### src/uscr_pkg.sv
package uscr_pkg;
	localparam int BAUD_W = 16;
	localparam int BAUD_FRAC_W = 6;
	localparam logic [1:0] RECEIVE_SPEED_MODE_NORMAL = 2'h0;
	localparam logic [1:0] RECEIVE_SPEED_MODE_DOUBLE = 2'h1;
	localparam logic [4:0] SPB_NORMAL = 5'h10;
	localparam logic [4:0] SPB_DOUBLE = 5'h08;
	localparam logic [4:0] VOTE_FIRST_NORMAL = 5'h08;
	localparam logic [4:0] VOTE_FIRST_DOUBLE = 5'h04;
	localparam logic [3:0] SPI_FRAME_BITS = 4'h8;
	localparam int FIFO_DEPTH = 32;
	localparam int FIFO_WIDTH = 8;

	typedef enum logic [1:0] {
		USCR_MODE_ASYNC = 2'h0,
		USCR_MODE_SYNC = 2'h1,
		USCR_MODE_SPI = 2'h3
	} uscr_mode_t;

	typedef struct packed {
		uscr_mode_t mode;
		logic clk_master;
		logic pin_inversion_enable;
		logic clock_phase_select;
		logic bit_order_select;
		logic [1:0] receive_speed_mode;
		logic [BAUD_W-1:0] baud;
	} uscr_cfg_t;

	typedef struct packed {
		logic frame_err;
		logic overflow_err;
		logic parity_err;
	} uscr_err_t;

	typedef enum logic [1:0] {
		USCR_RX_IDLE = 2'h0,
		USCR_RX_START = 2'h1,
		USCR_RX_DATA = 2'h3
	} uscr_rx_state_t;
endpackage

### src/uscr_fifo.sv
`timescale 1ns/100ps
`default_nettype none
module uscr_fifo #(
	parameter int WIDTH = 8,
	parameter int DEPTH = 32
) (
	input wire logic clk_in,
	input wire logic rst_in,
	input wire logic [WIDTH-1:0] wr_data_in,
	input wire logic wr_valid_in,
	output logic wr_ready_out,
	output logic [WIDTH-1:0] rd_data_out,
	output logic rd_valid_out,
	input wire logic rd_ready_in
);
	localparam int AW = $clog2(DEPTH);
	logic [WIDTH-1:0] mem_q [DEPTH];
	logic [AW:0] wp_q, rp_q;
	logic [AW:0] cnt;
	assign cnt = wp_q - rp_q;
	assign wr_ready_out = cnt != (AW+1)'(DEPTH);
	assign rd_valid_out = cnt != '0;
	assign rd_data_out = mem_q[rp_q[AW-1:0]];
	always_ff @(posedge clk_in) begin
		if (wr_valid_in && wr_ready_out) begin
			mem_q[wp_q[AW-1:0]] <= wr_data_in;
		end
	end
	always_ff @(posedge clk_in) begin
		if (rst_in) begin
			wp_q <= '0;
			rp_q <= '0;
		end else begin
			if (wr_valid_in && wr_ready_out) begin
				wp_q <= wp_q + 1'b1;
			end
			if (rd_valid_out && rd_ready_in) begin
				rp_q <= rp_q + 1'b1;
			end
		end
	end
endmodule
`default_nettype wire

### src/uscr_top.sv
//
// What this block does
// - clock pin drives as master, listens as slave
// - sample on edge opposite the shift edge
// - inversion clear: shift rising, sample falling
// - inversion set: shift falling, sample rising
// - slave rate set only by external clock
// - spi frames are exactly eight data bits
// - bit order selects lsb or msb first
// - spi master generates and drives the clock
// - bit held one period, sampled mid-period
// - inversion and phase choose edge roles
// - spi transmit path behaves as usual
// - spi error flags always read zero
// - no collision, double-speed, multimaster or select
// - receive mode picks 16x or 8x sampling
// - falling edge from idle starts detection
// - vote samples 8-10 normal, 4-6 double
// - majority low accepts start, else rearm
// - master clock is clk over twice baud integer
`timescale 1ns/100ps
`default_nettype none
module uscr_top
	import uscr_pkg::*;
#(
	parameter int DEPTH = FIFO_DEPTH
) (
	// clock and reset
	input wire logic clk_in,
	input wire logic rst_in,
	// configuration
	input wire uscr_pkg::uscr_cfg_t cfg_in,
	// serial clock pin
	input wire logic serial_clock_pin_in,
	output logic serial_clock_pin_out,
	output logic serial_clock_pin_oe_out,
	// data pins
	input wire logic rxd_in,
	output logic txd_out,
	// transmit byte stream
	input wire logic [7:0] tx_data_in,
	input wire logic tx_valid_in,
	output logic tx_ready_out,
	// received byte stream
	output logic [7:0] rx_data_out,
	output logic rx_valid_out,
	input wire logic rx_ready_in,
	// async clock recovery, error flags and busy
	input wire logic sample_tick_in,
	output logic start_ok_out,
	output logic bit_tick_out,
	output uscr_pkg::uscr_err_t err_out,
	output logic busy_out
);
	import uscr_pkg::*;

	logic sync_mode;
	logic slave;
	assign sync_mode = cfg_in.mode != USCR_MODE_ASYNC;
	assign slave = sync_mode && !cfg_in.clk_master;

	// three-stage input capture; a change counts when the last two agree
	logic [2:0] xck_s_q;
	logic [2:0] rxd_s_q;
	logic xck_lvl_q, rxd_lvl_q;
	always_ff @(posedge clk_in) begin
		if (rst_in) begin
			xck_s_q <= '0;
			rxd_s_q <= 3'h7;
			xck_lvl_q <= 1'b0;
			rxd_lvl_q <= 1'b1;
		end else begin
			xck_s_q <= {xck_s_q[1:0], serial_clock_pin_in};
			rxd_s_q <= {rxd_s_q[1:0], rxd_in};
			if (xck_s_q[1] == xck_s_q[2]) begin
				xck_lvl_q <= xck_s_q[2];
			end
			if (rxd_s_q[1] == rxd_s_q[2]) begin
				rxd_lvl_q <= rxd_s_q[2];
			end
		end
	end

	// master clock divider: half period equals baud integer part
	logic [BAUD_W-BAUD_FRAC_W-1:0] div_q;
	logic xck_int_q;
	logic [BAUD_W-BAUD_FRAC_W-1:0] baud_int;
	assign baud_int = cfg_in.baud[BAUD_W-1:BAUD_FRAC_W];
	logic active_q;
	logic got_byte;
	// the clock stops after the eighth sample, so a stalled frame sends no extra edges
	always_ff @(posedge clk_in) begin
		if (rst_in || !active_q || slave || got_byte) begin
			div_q <= '0;
			xck_int_q <= 1'b0;
		end else if (div_q + 1'b1 >= baud_int) begin
			div_q <= '0;
			xck_int_q <= !xck_int_q;
		end else begin
			div_q <= div_q + 1'b1;
		end
	end

	// raw clock level before pin inversion
	logic xck_raw, xck_raw_q;
	assign xck_raw = slave ? (xck_lvl_q ^ cfg_in.pin_inversion_enable) : xck_int_q;
	logic lead_edge, trail_edge;
	always_ff @(posedge clk_in) begin
		if (rst_in) begin
			xck_raw_q <= 1'b0;
		end else begin
			xck_raw_q <= xck_raw;
		end
	end
	assign lead_edge = xck_raw && !xck_raw_q;
	assign trail_edge = !xck_raw && xck_raw_q;

	// edge roles: plain sync shifts on lead; spi phase 0 samples on lead
	logic shift_edge, sample_edge;
	logic sample_lead;
	assign sample_lead = cfg_in.mode == USCR_MODE_SPI && !cfg_in.clock_phase_select;
	assign shift_edge = sample_lead ? trail_edge : lead_edge;
	assign sample_edge = sample_lead ? lead_edge : trail_edge;

	always_ff @(posedge clk_in) begin
		if (rst_in) begin
			serial_clock_pin_out <= 1'b0;
			serial_clock_pin_oe_out <= 1'b0;
		end else begin
			serial_clock_pin_out <= xck_int_q ^ cfg_in.pin_inversion_enable;
			serial_clock_pin_oe_out <= sync_mode && cfg_in.clk_master;
		end
	end

	// synchronous byte engine, eight bits, no framing bits
	logic [7:0] tx_head;
	logic tx_avail, tx_pop;
	logic [7:0] sh_tx_q, sh_rx_q;
	logic [3:0] bits_q;
	logic rx_push_ready;
	logic [7:0] rx_push_data;
	logic [7:0] tx_load;
	uscr_fifo #(.WIDTH(FIFO_WIDTH), .DEPTH(DEPTH)) u_tx_fifo (
		.clk_in(clk_in),
		.rst_in(rst_in),
		.wr_data_in(tx_data_in),
		.wr_valid_in(tx_valid_in),
		.wr_ready_out(tx_ready_out),
		.rd_data_out(tx_head),
		.rd_valid_out(tx_avail),
		.rd_ready_in(tx_pop)
	);
	assign tx_pop = sync_mode && !active_q && tx_avail;

	function automatic logic [7:0] bit_rev(input logic [7:0] v);
		for (int i = 0; i < 8; i++) begin
			bit_rev[i] = v[7-i];
		end
	endfunction
	assign tx_load = cfg_in.bit_order_select ? tx_head : bit_rev(tx_head);

	// as master, stall the link instead of losing a byte when the receive buffer is full
	always_ff @(posedge clk_in) begin
		if (rst_in || !sync_mode) begin
			active_q <= 1'b0;
			sh_tx_q <= '0;
			sh_rx_q <= '0;
			bits_q <= '0;
			txd_out <= 1'b1;
		end else if (tx_pop) begin
			active_q <= 1'b1;
			// phase 0 samples on the first edge, so the first bit must already stand
			if (sample_lead) begin
				txd_out <= tx_load[0];
				sh_tx_q <= {1'b0, tx_load[7:1]};
			end else begin
				sh_tx_q <= tx_load;
			end
			bits_q <= '0;
		end else if (active_q) begin
			if (sample_edge && !got_byte) begin
				sh_rx_q <= {rxd_lvl_q, sh_rx_q[7:1]};
				bits_q <= bits_q + 1'b1;
			end
			if (shift_edge) begin
				txd_out <= sh_tx_q[0];
				sh_tx_q <= {1'b0, sh_tx_q[7:1]};
			end
			if (got_byte && rx_push_ready) begin
				active_q <= 1'b0;
			end
		end
	end
	assign got_byte = active_q && bits_q == SPI_FRAME_BITS;
	assign rx_push_data = cfg_in.bit_order_select ? sh_rx_q : bit_rev(sh_rx_q);

	logic [7:0] rx_fifo_data;
	logic rx_fifo_valid, rx_pop;
	uscr_fifo #(.WIDTH(FIFO_WIDTH), .DEPTH(DEPTH)) u_rx_fifo (
		.clk_in(clk_in),
		.rst_in(rst_in),
		.wr_data_in(rx_push_data),
		.wr_valid_in(got_byte),
		.wr_ready_out(rx_push_ready),
		.rd_data_out(rx_fifo_data),
		.rd_valid_out(rx_fifo_valid),
		.rd_ready_in(rx_pop)
	);
	assign rx_pop = rx_fifo_valid && (!rx_valid_out || rx_ready_in);
	always_ff @(posedge clk_in) begin
		if (rst_in) begin
			rx_valid_out <= 1'b0;
			rx_data_out <= '0;
		end else if (rx_pop) begin
			rx_valid_out <= 1'b1;
			rx_data_out <= rx_fifo_data;
		end else if (rx_ready_in) begin
			rx_valid_out <= 1'b0;
		end
	end

	// spi carries no error flags; this block never raises them itself
	always_ff @(posedge clk_in) begin
		if (rst_in) begin
			err_out <= '0;
			busy_out <= 1'b0;
		end else begin
			err_out <= '0;
			busy_out <= active_q;
		end
	end

	// asynchronous start-bit detection on oversampling ticks
	uscr_rx_state_t st_q;
	logic [4:0] scnt_q;
	logic [1:0] lows_q;
	logic prev_q;
	logic [4:0] spb, vfirst;
	assign spb = cfg_in.receive_speed_mode == RECEIVE_SPEED_MODE_DOUBLE ? SPB_DOUBLE : SPB_NORMAL;
	assign vfirst = cfg_in.receive_speed_mode == RECEIVE_SPEED_MODE_DOUBLE ?
		VOTE_FIRST_DOUBLE : VOTE_FIRST_NORMAL;
	always_ff @(posedge clk_in) begin
		if (rst_in || sync_mode) begin
			st_q <= USCR_RX_IDLE;
			scnt_q <= '0;
			lows_q <= '0;
			prev_q <= 1'b1;
			start_ok_out <= 1'b0;
			bit_tick_out <= 1'b0;
		end else begin
			start_ok_out <= 1'b0;
			bit_tick_out <= 1'b0;
			if (sample_tick_in) begin
				prev_q <= rxd_lvl_q;
				case (st_q)
				USCR_RX_IDLE: begin
					if (prev_q && !rxd_lvl_q) begin
						st_q <= USCR_RX_START;
						scnt_q <= 5'h01;
						lows_q <= '0;
					end
				end
				USCR_RX_START: begin
					scnt_q <= scnt_q + 1'b1;
					if (scnt_q + 1'b1 >= vfirst && scnt_q + 1'b1 <= vfirst + 5'h02 &&
						!rxd_lvl_q && lows_q != 2'h3) begin
						lows_q <= lows_q + 1'b1;
					end
					if (scnt_q == vfirst + 5'h02) begin
						if (lows_q >= 2'h2) begin
							st_q <= USCR_RX_DATA;
							start_ok_out <= 1'b1;
							scnt_q <= 5'h03;
						end else begin
							st_q <= USCR_RX_IDLE;
						end
					end
				end
				USCR_RX_DATA: begin
					// recovered bit clock; data recovery outside re-arms by idle line
					if (scnt_q == spb) begin
						scnt_q <= 5'h01;
						bit_tick_out <= 1'b1;
					end else begin
						scnt_q <= scnt_q + 1'b1;
					end
					if (rxd_lvl_q && prev_q && scnt_q == spb) begin
						st_q <= USCR_RX_IDLE;
					end
				end
				default: st_q <= USCR_RX_IDLE;
				endcase
			end
		end
	end

	a_clock_oe_mode: assert property (@(posedge clk_in) disable iff (rst_in)
		$past(slave) && !$past(rst_in) |-> !serial_clock_pin_oe_out)
		else $error("clock pin driven in slave mode");
	a_err_zero: assert property (@(posedge clk_in) disable iff (rst_in)
		err_out == '0)
		else $error("error flags not zero");
	a_edges_apart: assert property (@(posedge clk_in) disable iff (rst_in)
		!(shift_edge && sample_edge))
		else $error("shift and sample on same edge");
	a_frame_eight: assert property (@(posedge clk_in) disable iff (rst_in)
		bits_q <= SPI_FRAME_BITS)
		else $error("frame longer than eight bits");
	a_start_bound: assert property (@(posedge clk_in) disable iff (rst_in)
		st_q == USCR_RX_START |-> scnt_q <= 5'h0C)
		else $error("start detection overran vote window");
	a_accept_vote: assert property (@(posedge clk_in) disable iff (rst_in)
		start_ok_out |-> $past(lows_q) >= 2'h2)
		else $error("start accepted without majority");
	a_idle_detect: assert property (@(posedge clk_in) disable iff (rst_in)
		$past(st_q) == USCR_RX_IDLE && st_q == USCR_RX_START |-> $past(prev_q))
		else $error("detection without falling edge");
	a_div_bound: assert property (@(posedge clk_in) disable iff (rst_in)
		baud_int != '0 |-> div_q < baud_int || div_q == '0)
		else $error("divider overran");
	c_spi_byte: cover property (@(posedge clk_in) got_byte && rx_push_ready);
	c_start_ok: cover property (@(posedge clk_in) start_ok_out);
	c_start_rej: cover property (@(posedge clk_in)
		st_q == USCR_RX_START ##1 st_q == USCR_RX_IDLE);
	c_rx_full: cover property (@(posedge clk_in) got_byte && !rx_push_ready);
endmodule
`default_nettype wire

### config.mk
export PLATFORM = sky130hd
export DESIGN_NAME = uscr_top
export DESIGN_NICKNAME = d
export VERILOG_FILES = /design/src/uscr_pkg.sv /design/src/uscr_fifo.sv /design/src/uscr_top.sv
export SDC_FILE = /design/constraint.sdc
export NUM_CORES = 1
export LEC_CHECK = 0
export BUFFER_PORTS_ARGS = -buffer_cell sky130_fd_sc_hd__buf_2
export CORE_MARGIN = 2
export CORE_UTILIZATION = 55
export DETAILED_ROUTE_END_ITERATION = 10
export PLACE_DENSITY = 0.71
export REMOVE_ABC_BUFFERS = 1
export SYNTH_ARGS = -nofsm -noshare
export SYNTH_HDL_FRONTEND = slang
export SYNTH_SLANG_ARGS = --single-unit
### constraint.sdc
create_clock -name clk_in -period 8.5 [get_ports clk_in]
set_input_delay 2.55 -clock clk_in [delete_from_list [all_inputs] [get_ports clk_in]]
set_output_delay 2.55 -clock clk_in [all_outputs]
set_load 0.005 [all_outputs]
==> metrics, run 1 <==
Final Slew Violations=0; # diodes=0; worst path required time=between 5 and 6 ns; Longest Clk Path Bufs=3; Max-slew headroom=22.60%; ANT nets after route=0; Die H=216.4 microns; Die ar.=approximately 47,000 sq um; Leak=a little over 9 nW; largest cells by area after synthesis=edfxtp_1 62%, mux4_2 13%, dfxtp_1 7.7%, ha_1 2.1%, nor2_1 2.1%; area grow syn2layout=10.55%; Starting Density=a little under three fifths; vias=around 13,000; Worst-Margin Slew=between 1 and 1.5 ns; async set or reset register ratio after synthesis=0%; Final TNS setup=0 ns; Die Wd=216.4 microns; io pins=58; first-pass GRT wire length=76,780 microns; Fill cells=~3,100; vias in the first global route=13,103; Pwr Total=7.257 mW; gpl congestion=a little over 0.8; hold crit path type=flip-flop to flip-flop; MaxCap Viol Count=0; critical path capture point type=output port; residual overflow from global routing=0; Clock transition at path regs=0.06 ns; DR DRC count=0; Pwr per Cell Area=264.5 nW/um^2; fmax=0.1966 GHz; Synth top area share=61.95%; Initial DRT Pass Iterations=5; Distinct cells, synth=63; layout net count=1,575; Post-CTS Hold Buffers=0; core footprint=44,410 sq um; Clock Sink Count=607; Critical Path Fanout Max=11; Post-synth top flop=edfxtp_1; crit path DAT=2.54 ns; drt via density=6.110; fin crit share=59.85%; largest net degree at the start of global routing=69; Yosys reg bits=between 600 and 700; startpoint class of the critical path=flip-flop; post-CTS sizing=0; initial antenna violation count=0; post-layout min period=5.087 ns; clk_skew=0.01800 ns; gr usage total=21.80%; clk_lat worst skew=0.61 ns; H-tree levels=2; Total Routed Length=49,650 microns; hold_ws=0.4143 ns; layout cells sized above 1=21.01%; synthesized area=around 25,000 sq um; Seq/Total Area, Yosys=69.61%; synthesized area per cell=17.16 sq um; TritonCTS clock tree=yes; root buffer cell=clkbuf_16; Post CTS Setup Buffer Count=0; crit path kind=flip-flop to output port; cell accounting for the most synthesized area=edfxtp_1; Final HPWL DP=just over 30,000 microns; Post-synth EDFFs=roughly 510; total CTS buffers=a little under 60; wire per inst=roughly 23 microns; Detailed Route Iter0 Violations=1,309; RSZ-0062 raised after global routing=false; post-synthesis instance total=1,446; Final Hold Fails=0; VDD IR-drop max=between 100 and 150 uV; warnings from Yosys=0; R2R Setup Slk=slightly above 4 ns; num rows=77; status=finished clean; final setup violation count=0; input/output buffers=48
-- worst max-delay path, stage by stage (launching register included) --
cell      delay, ns
dfxtp_1        0.71
ha_1           0.39
nor3_1         0.22
o21ai_0        0.11
a21oi_1        0.22
nand2b_1       0.13
buf_2          0.14
-- flip-flops by register name, summed over array words and instances (netlist names), 8 cells and up, named ones only --
register	flops
sh_rx_q	8
u_tx_fifo.mem_q	256
u_rx_fifo.mem_q	256
sh_tx_q	8
rx_data_out	8
div_q	10
-- final timing paths --
check                                                     from                              end  depth (start not counted)
worst min register to register           rxd_s_q[0]$_SDFF_PP1_            rxd_s_q[1]$_SDFF_PP1_                          1
worst max register to register  u_rx_fifo.rp_q[2]$_SDFFE_PP0P_  u_rx_fifo.mem_q[4][2]$_DFFE_PP_                          8
worst min-delay path                     rxd_s_q[0]$_SDFF_PP1_            rxd_s_q[1]$_SDFF_PP1_                          1
worst max-delay path            u_tx_fifo.wp_q[4]$_SDFFE_PP0P_                     tx_ready_out                          6
-- where the power goes --
part / switching (mW) / leakage [nW] / internal [mW]
sequential: 0.141 / 5.78 / 3.30
clock: 1.07 / 0.917 / 1.46
combinational: 0.696 / 2.54 / 0.591
total: 1.91 / 9.24 / 5.35
-- metrics by stage --
step / area, sq um / util [%] / instances / worst slack, ns
2_1_floorplan: 24480 / - / 1376 / 2.796
4_1_cts: 27440 / 61.78 / 2134 / 3.415
3_5_place_dp: 25550 / 57.53 / 2026 / 3.648
6_report: 27440 / 61.78 / 2134 / 3.413
3_3_place_gp: 25550 / 57.53 / 2026 / 3.695
5_1_grt: 27440 / 61.78 / 2134 / 3.284
-- synth_stat cells (11+ instances only) --
library cell	count
nand3_1	22
buf_1	11
a211oi_1	17
a22oi_1	17
a21oi_1	27
ha_1	42
dfxtp_1	95
nand2b_1	11
mux4_2	144
buf_2	17
edfxtp_1	512
xnor2_1	27
clkbuf_1	34
inv_1	32
nor3_1	13
o21ai_0	26
nor2b_1	26
nand2_1	54
mux2i_1	34
nor2_1	140
-- layout by cell type (no fill, tap or decap), drive strengths merged, types with 6 or more instances in the layout --
cell type	n
a211oi	17
a21oi	27
a221oi	8
a22o	8
a22oi	17
a311oi	8
and3	6
buf	58
clkbuf	78
clkinv	20
dfxtp	95
edfxtp	512
ha	42
inv	36
mux2	10
mux2i	34
mux4	144
nand2	55
nand2b	11
nand3	22
nand3b	7
nand4	6
nor2	140
nor2b	26
nor3	13
o21ai	29
or2	9
or3	10
xnor2	27
xor2	9
-- logic make-up (layout without fill, tap and decap cells) --
| group | after synthesis | count (layout) | share of synthesized area (%) |
|---|---|---|---|
| flip-flops | 607 | 607 | 69.61 |
| AND/OR/NAND/NOR | 322 | 322 | 6.140 |
| multiplexers | 188 | 188 | 14.89 |
| AO/OA/AOI/OAI | 143 | 143 | 4.048 |
| buffers and inverters | 107 | 201 | 1.906 |
| adder cells (fa/ha/maj) | 42 | 42 | 2.117 |
| XOR/XNOR | 36 | 36 | 1.270 |
| other | 1 | 3 | 0.01511 |
-- cell type report --
cell class	count	area (sq um)	area share, %
Clock inverter	30	264.0	0.9622
Sequential cell	607	17290	63.01
Tap cell	592	740.7	2.700
Clock buffer	78	1620	5.905
Multi-Input combinational cell	734	7077	25.79
Inverter	35	131.4	0.4788
Timing Repair Buffer	58	315.3	1.149
-- routing by layer --
metal,track usage (%),share of wire [%],up-vias
li1,-,-,5776
met1,31.13,42,6684
met2,34.27,48,504
met3,4.295,8.3,75
met4,6.986,2.4,0
met5,0,0,-
(Power assumes the default switching activity.)
==> inputs of run 2 (changes only) <==
clock period = 4.8 ns   (was 8.5 ns; I/O delays follow)
==> run 2 against run 1 <==
Core utilization hardly changed. Combinational power up 78%. Die area did not move. Clock-buffer cell count increased by 10. Final cell count up 0.42%. First-iteration DRC count down 4.1%. Clock skew fell by 0.0024 ns. Critical path depth did not move.
==> metrics, run 2 (synthesis gave the netlist of run 1 again) <==
status=finished clean; Comb power frac=18.0%; gr usage total=21.64%; input/output buffers=48; worst hold stages=1; Post CTS Setup Buffer Count=0; clk_lat worst skew=0.61 ns; Final HPWL DP=a little over 30,000 microns; core footprint=44,410 sq um; FF-to-FF Start=u_rx_fifo.rp_q[0]$_SDFFE_PP0P_; io pins=58; Seq pwr share=a little under half; final setup violation count=0; Die H=216.4 microns; Hold Path End=rxd_s_q[1]$_SDFF_PP1_; post-route cell area=~27,000 sq um; ANT nets after route=0; Clock transition at path regs=0.06 ns; # diodes=0; DR DRC count=0; reg2reg end=u_rx_fifo.mem_q[4][0]$_DFFE_PP_; GRT met3 Usage=roughly 3.4%; Leak=9.267 nW; Post-Place Cell Area=between 20,000 and 30,000 sq um; total CTS buffers=just under 60; Longest Clk Path Bufs=3; fmax=approximately 0.26 GHz; kind of cell adding the most delay to the critical path=flip-flops; clk_skew=0.01558 ns; Pint=approximately 9.4 mW; hold wc startpoint=rxd_s_q[0]$_SDFF_PP1_; Pwr per Cell Area=465.4 nW/um^2; num rows=77; crit path DAT=2.47 ns; RSZ-0062 raised after global routing=false; Post-CTS Hold Buffers=0; hold crit path type=flip-flop to flip-flop; R2R Setup Slk=1.10 ns; Final TNS setup=0 ns; root buffer cell=clkbuf_16; drt via density=6.011; most common cell after layout, fill and taps aside=edfxtp_1; Sw Ratio=26.57%; layout net count=1,583; gpl congestion=0.8406; Worst-Margin Slew=about 0.99 ns; crit path kind=flip-flop to output port; Die Wd=about 220 microns; Die ar.=between 40,000 and 50,000 sq um; area grow syn2layout=10.54%; wire per inst=23.08 microns; Starting Density=a little under three fifths; R2R depth=8; Final Slew Violations=0; Total Routed Length=49,460 microns; Worst Path Buf+Inv=1; startpoint class of the critical path=flip-flop; vias=12,882; fin crit share=81.43%; layout cells sized above 1=21.02%; worst path required time=3.36 ns; GR peak layer=met2; met1 Track Usage GR=a little under a third; post-layout min period=3.908 ns; met2 usage in global routing=33.96%; Critical Path Fanout Max=11; Max stage delay cell, worst path=dfxtp_1; post-CTS sizing=0; Initial DRT Pass Iterations=6; residual overflow from global routing=0; Net Switching=between 3 and 4 mW; CP Cell Sequence=ha_1 -> o22ai_1 -> o21ai_0 -> a21oi_1 -> nand2b_1 -> buf_2; Final Hold Fails=0; TritonCTS clock tree=yes; Max-slew headroom=34.27%; MaxCap Viol Count=0; commonest non-fill, non-tap cells in the layout=512 x edfxtp_1, 144 x mux4_2, 140 x nor2_1; largest net degree at the start of global routing=around 70; Crit path largest cell delay=0.67 ns; vias in the first global route=12,928; hold_ws=0.4145 ns; initial antenna violation count=0; critical path capture point type=output port; VDD IR-drop max=292.4 uV; Clock Sink Count=607; clock power share=34.3%; first-pass GRT wire length=76,290 microns; H-tree levels=2; Detailed Route Iter0 Violations=1,255
==> run 2: worst max path at each step <==
stage                                         from                               end  slack, ns  cells after the start
floorplan           u_rx_fifo.rp_q[0]$_SDFFE_PP0P_    u_rx_fifo.rp_q[5]$_SDFFE_PP0P_      -0.90                     10
finish              u_tx_fifo.wp_q[2]$_SDFFE_PP0P_                      tx_ready_out       0.89                      6
detailed placement  u_rx_fifo.rp_q[0]$_SDFFE_PP0P_  u_rx_fifo.mem_q[18][2]$_DFFE_PP_       1.05                      8
global placement    u_rx_fifo.rp_q[0]$_SDFFE_PP0P_  u_rx_fifo.mem_q[26][2]$_DFFE_PP_       1.11                      8
CTS                 u_tx_fifo.wp_q[2]$_SDFFE_PP0P_                      tx_ready_out       0.88                      6
global route        u_tx_fifo.wp_q[2]$_SDFFE_PP0P_                      tx_ready_out       0.73                      6
==> run 2: area by class of cell <==
type                    instances  area (sq um)
inverters                      35         131.4
fillers                      3083         16980
multi-input cells             734          7077
well taps                     592         740.7
flip-flops and latches        607         17290
clock buffers                  88          1687
repair buffers                 65         380.4
clock inverters                22         128.9
==> run 2: per-layer routing <==
metal | vias to the layer above | routed length [microns]
met2 | 395 | 23200
met1 | 6611 | 22060
met5 | - | 0
met3 | 80 | 3166
li1 | 5796 | -
met4 | 0 | 1030
==> run 2: metrics by stage <==
stage	utilization [%]	std cells	worst slack (ns)	power, mW
detailed placement	57.68	2033	1.049	8.504
finish	61.77	2143	0.8916	12.77
CTS	61.77	2143	0.8847	12.84
floorplan	-	1376	-0.9038	7.816
global route	61.77	2143	0.7300	13.24
global placement	57.68	2033	1.105	8.462
==> run 2: power groups by stage <==
stage | logic [mW] | clock network (mW) | registers (mW)
after floorplan | 1.49 | 0 | 6.33
after global placement | 2.25 | 0 | 6.21
after detailed placement | 2.28 | 0 | 6.22
after CTS | 2.29 | 4.44 | 6.11
after global routing | 2.47 | 4.63 | 6.14
final | 2.30 | 4.37 | 6.10
==> inputs of run 3 (changes only) <==
PLACE_DENSITY = 0.74   (was 0.71)
clock period = 3.44 ns   (was 4.8 ns; I/O delays follow)
==> run 3 against run 2 <==
Routed wire length grew 2.8%. Non-clock buffer count up 75. Critical path depth up 2. Critical endpoint unchanged. Register-to-register slack worse by 0.87 ns. Via count increased by 3.4%. Sequential cell count unchanged. Clock-buffer cell count is 5 lower. Largest power group unchanged. Worst hold slack better by 0.0025 ns. Clock skew down 0.0028 ns. Largest cell class unchanged. Highest routed layer unchanged. Final cell count rose by 3.6%.
==> metrics, run 3 (synthesis gave the netlist of run 1 again) <==
num rows=77; Die ar.=46,840 sq um; Starting Density=55.88%; vias in the first global route=approximately 13,000; layout net count=between 1,500 and 2,000; TritonCTS clock tree=yes; clk_lat worst skew=0.62 ns; root buffer cell=clkbuf_16; Final HPWL DP=31,350 microns; first-pass GRT wire length=77,720 microns; final setup violation count=0; Detailed Route Iter0 Violations=around 1,300; register area=17,290 sq um; Pwr per Cell Area=646.8 nW/um^2; io pins=58; Total Routed Length=roughly 51,000 microns; # diodes=0; total CTS buffers=59; RSZ-0062 raised after global routing=false; status=finished clean; Post-Place Cell Area=26,200 sq um; Clock Sink Count=607; layout cells sized above 1=24.75%; VDD IR-drop max=500.5 uV; Final TNS setup=0 ns; crit path DAT=2.27 ns; drt via density=6.002; Post-CTS Hold Buffers=0; input/output buffers=48; Final Hold Fails=0; Longest Clk Path Bufs=3; Clock transition at path regs=0.06 ns; Final Slew Violations=0; Fill cells=3,011; worst hold stages=1; initial antenna violation count=0; Die H=about 220 microns; Leak=9.715 nW; wire per inst=22.89 microns; commonest non-fill, non-tap cells in the layout=512 x edfxtp_1, 144 x mux4_2, 140 x nor2_1; crit path kind=flip-flop to output port; vias=between 10,000 and 15,000; area grow syn2layout=13.40%; R2R depth=9; clk_skew=0.01283 ns; core footprint=44,410 sq um; DR DRC count=0; dpl ws=0.2402 ns; area of the multi-input gates=between 7000 and 8000 sq um; Pwr Total=about 18 mW; hold crit path type=flip-flop to flip-flop; Initial DRT Pass Iterations=7; worst path required time=2.41 ns; post-layout min period=between 3 and 4 ns; Setup WS post-layout=0.1378 ns; ANT nets after route=0; fin crit share=95.99%; fmax=approximately 0.30 GHz; Critical Path Fanout Max=3; most common cell after layout, fill and taps aside=edfxtp_1; largest net degree at the start of global routing=69; H-tree levels=2; MaxCap Viol Count=0; Worst-Margin Slew=1.026 ns; post-route cell area=about 28,000 sq um; startpoint class of the critical path=flip-flop; critical path capture point type=output port; residual overflow from global routing=0; gpl congestion=0.8274; Die Wd=216.4 microns; gr usage total=22.10%; Max-slew headroom=a little under a third
[run 3: changes by cell type in the layout (fill, tap and decap cells not counted), moves of 3 or more]
| cell | delta |
|---|---|
| buf_4 | +73 |
| clkinv_1 | +3 |
| clkbuf_2 | -4 |
| clkbuf_1 | +3 |
| bufinv_16 | +5 |
[run 3: area by class of cell]
cell class,instances,area share (%)
clock inverter,29,1.058
inverter,35,0.4668
clock buffer,83,5.748
timing repair buffer,140,3.441
sequential,607,61.44
multi-input combinational,734,25.22
tap,592,2.632
[run 3: worst paths after layout]
path                                  start                               end  slack, ns
max reg2reg  u_rx_fifo.wp_q[1]$_SDFFE_PP0P_  u_rx_fifo.mem_q[15][1]$_DFFE_PP_       0.23
min reg2reg           rxd_s_q[0]$_SDFF_PP1_             rxd_s_q[1]$_SDFF_PP1_       0.42
max          u_tx_fifo.rp_q[2]$_SDFFE_PP0P_                      tx_ready_out       0.14
min                   rxd_s_q[0]$_SDFF_PP1_             rxd_s_q[1]$_SDFF_PP1_       0.42
[run 3: per-stage QoR]
stage | hold WS (ns) | util (%) | instances
finish | 0.4169 | 63.37 | 2220
global placement | 0.4060 | 58.99 | 2107
detailed placement | 0.4080 | 58.99 | 2107
floorplan | 0.3895 | - | 1376
CTS | 0.4201 | 63.30 | 2219
global route | 0.4283 | 63.37 | 2220
[run 3: critical path, cell delays in order, from the launching register on]
cell and delay [ns]:
dfxtp_1 0.35, inv_1 0.08, ha_1 0.24, or2_1 0.26, o22ai_1 0.16, o21ai_0 0.14
a21oi_2 0.23, nand2b_4 0.07, buf_2 0.12
[run 3: what timing repair did]
| action | 4_1_cts | 5_1_grt |
|---|---|---|
| buffers inserted | 0 | 1 |
| endpoints found under the setup margin | 0 | 9 |
| resized for setup | 0 | 6 |
[run 3: routing by layer]
layer  part of all wire (%)  track usage (%)
met5                      0                0
met4                    2.3            6.872
met3                    8.0            3.874
met2                     48            35.06
met1                     42            31.71
[run 3: power by group]
part	switching [mW]	internal, mW	total [mW]
logic	1.84	1.59	3.43
clock network	2.65	3.72	6.36
registers	0.258	8.15	8.41
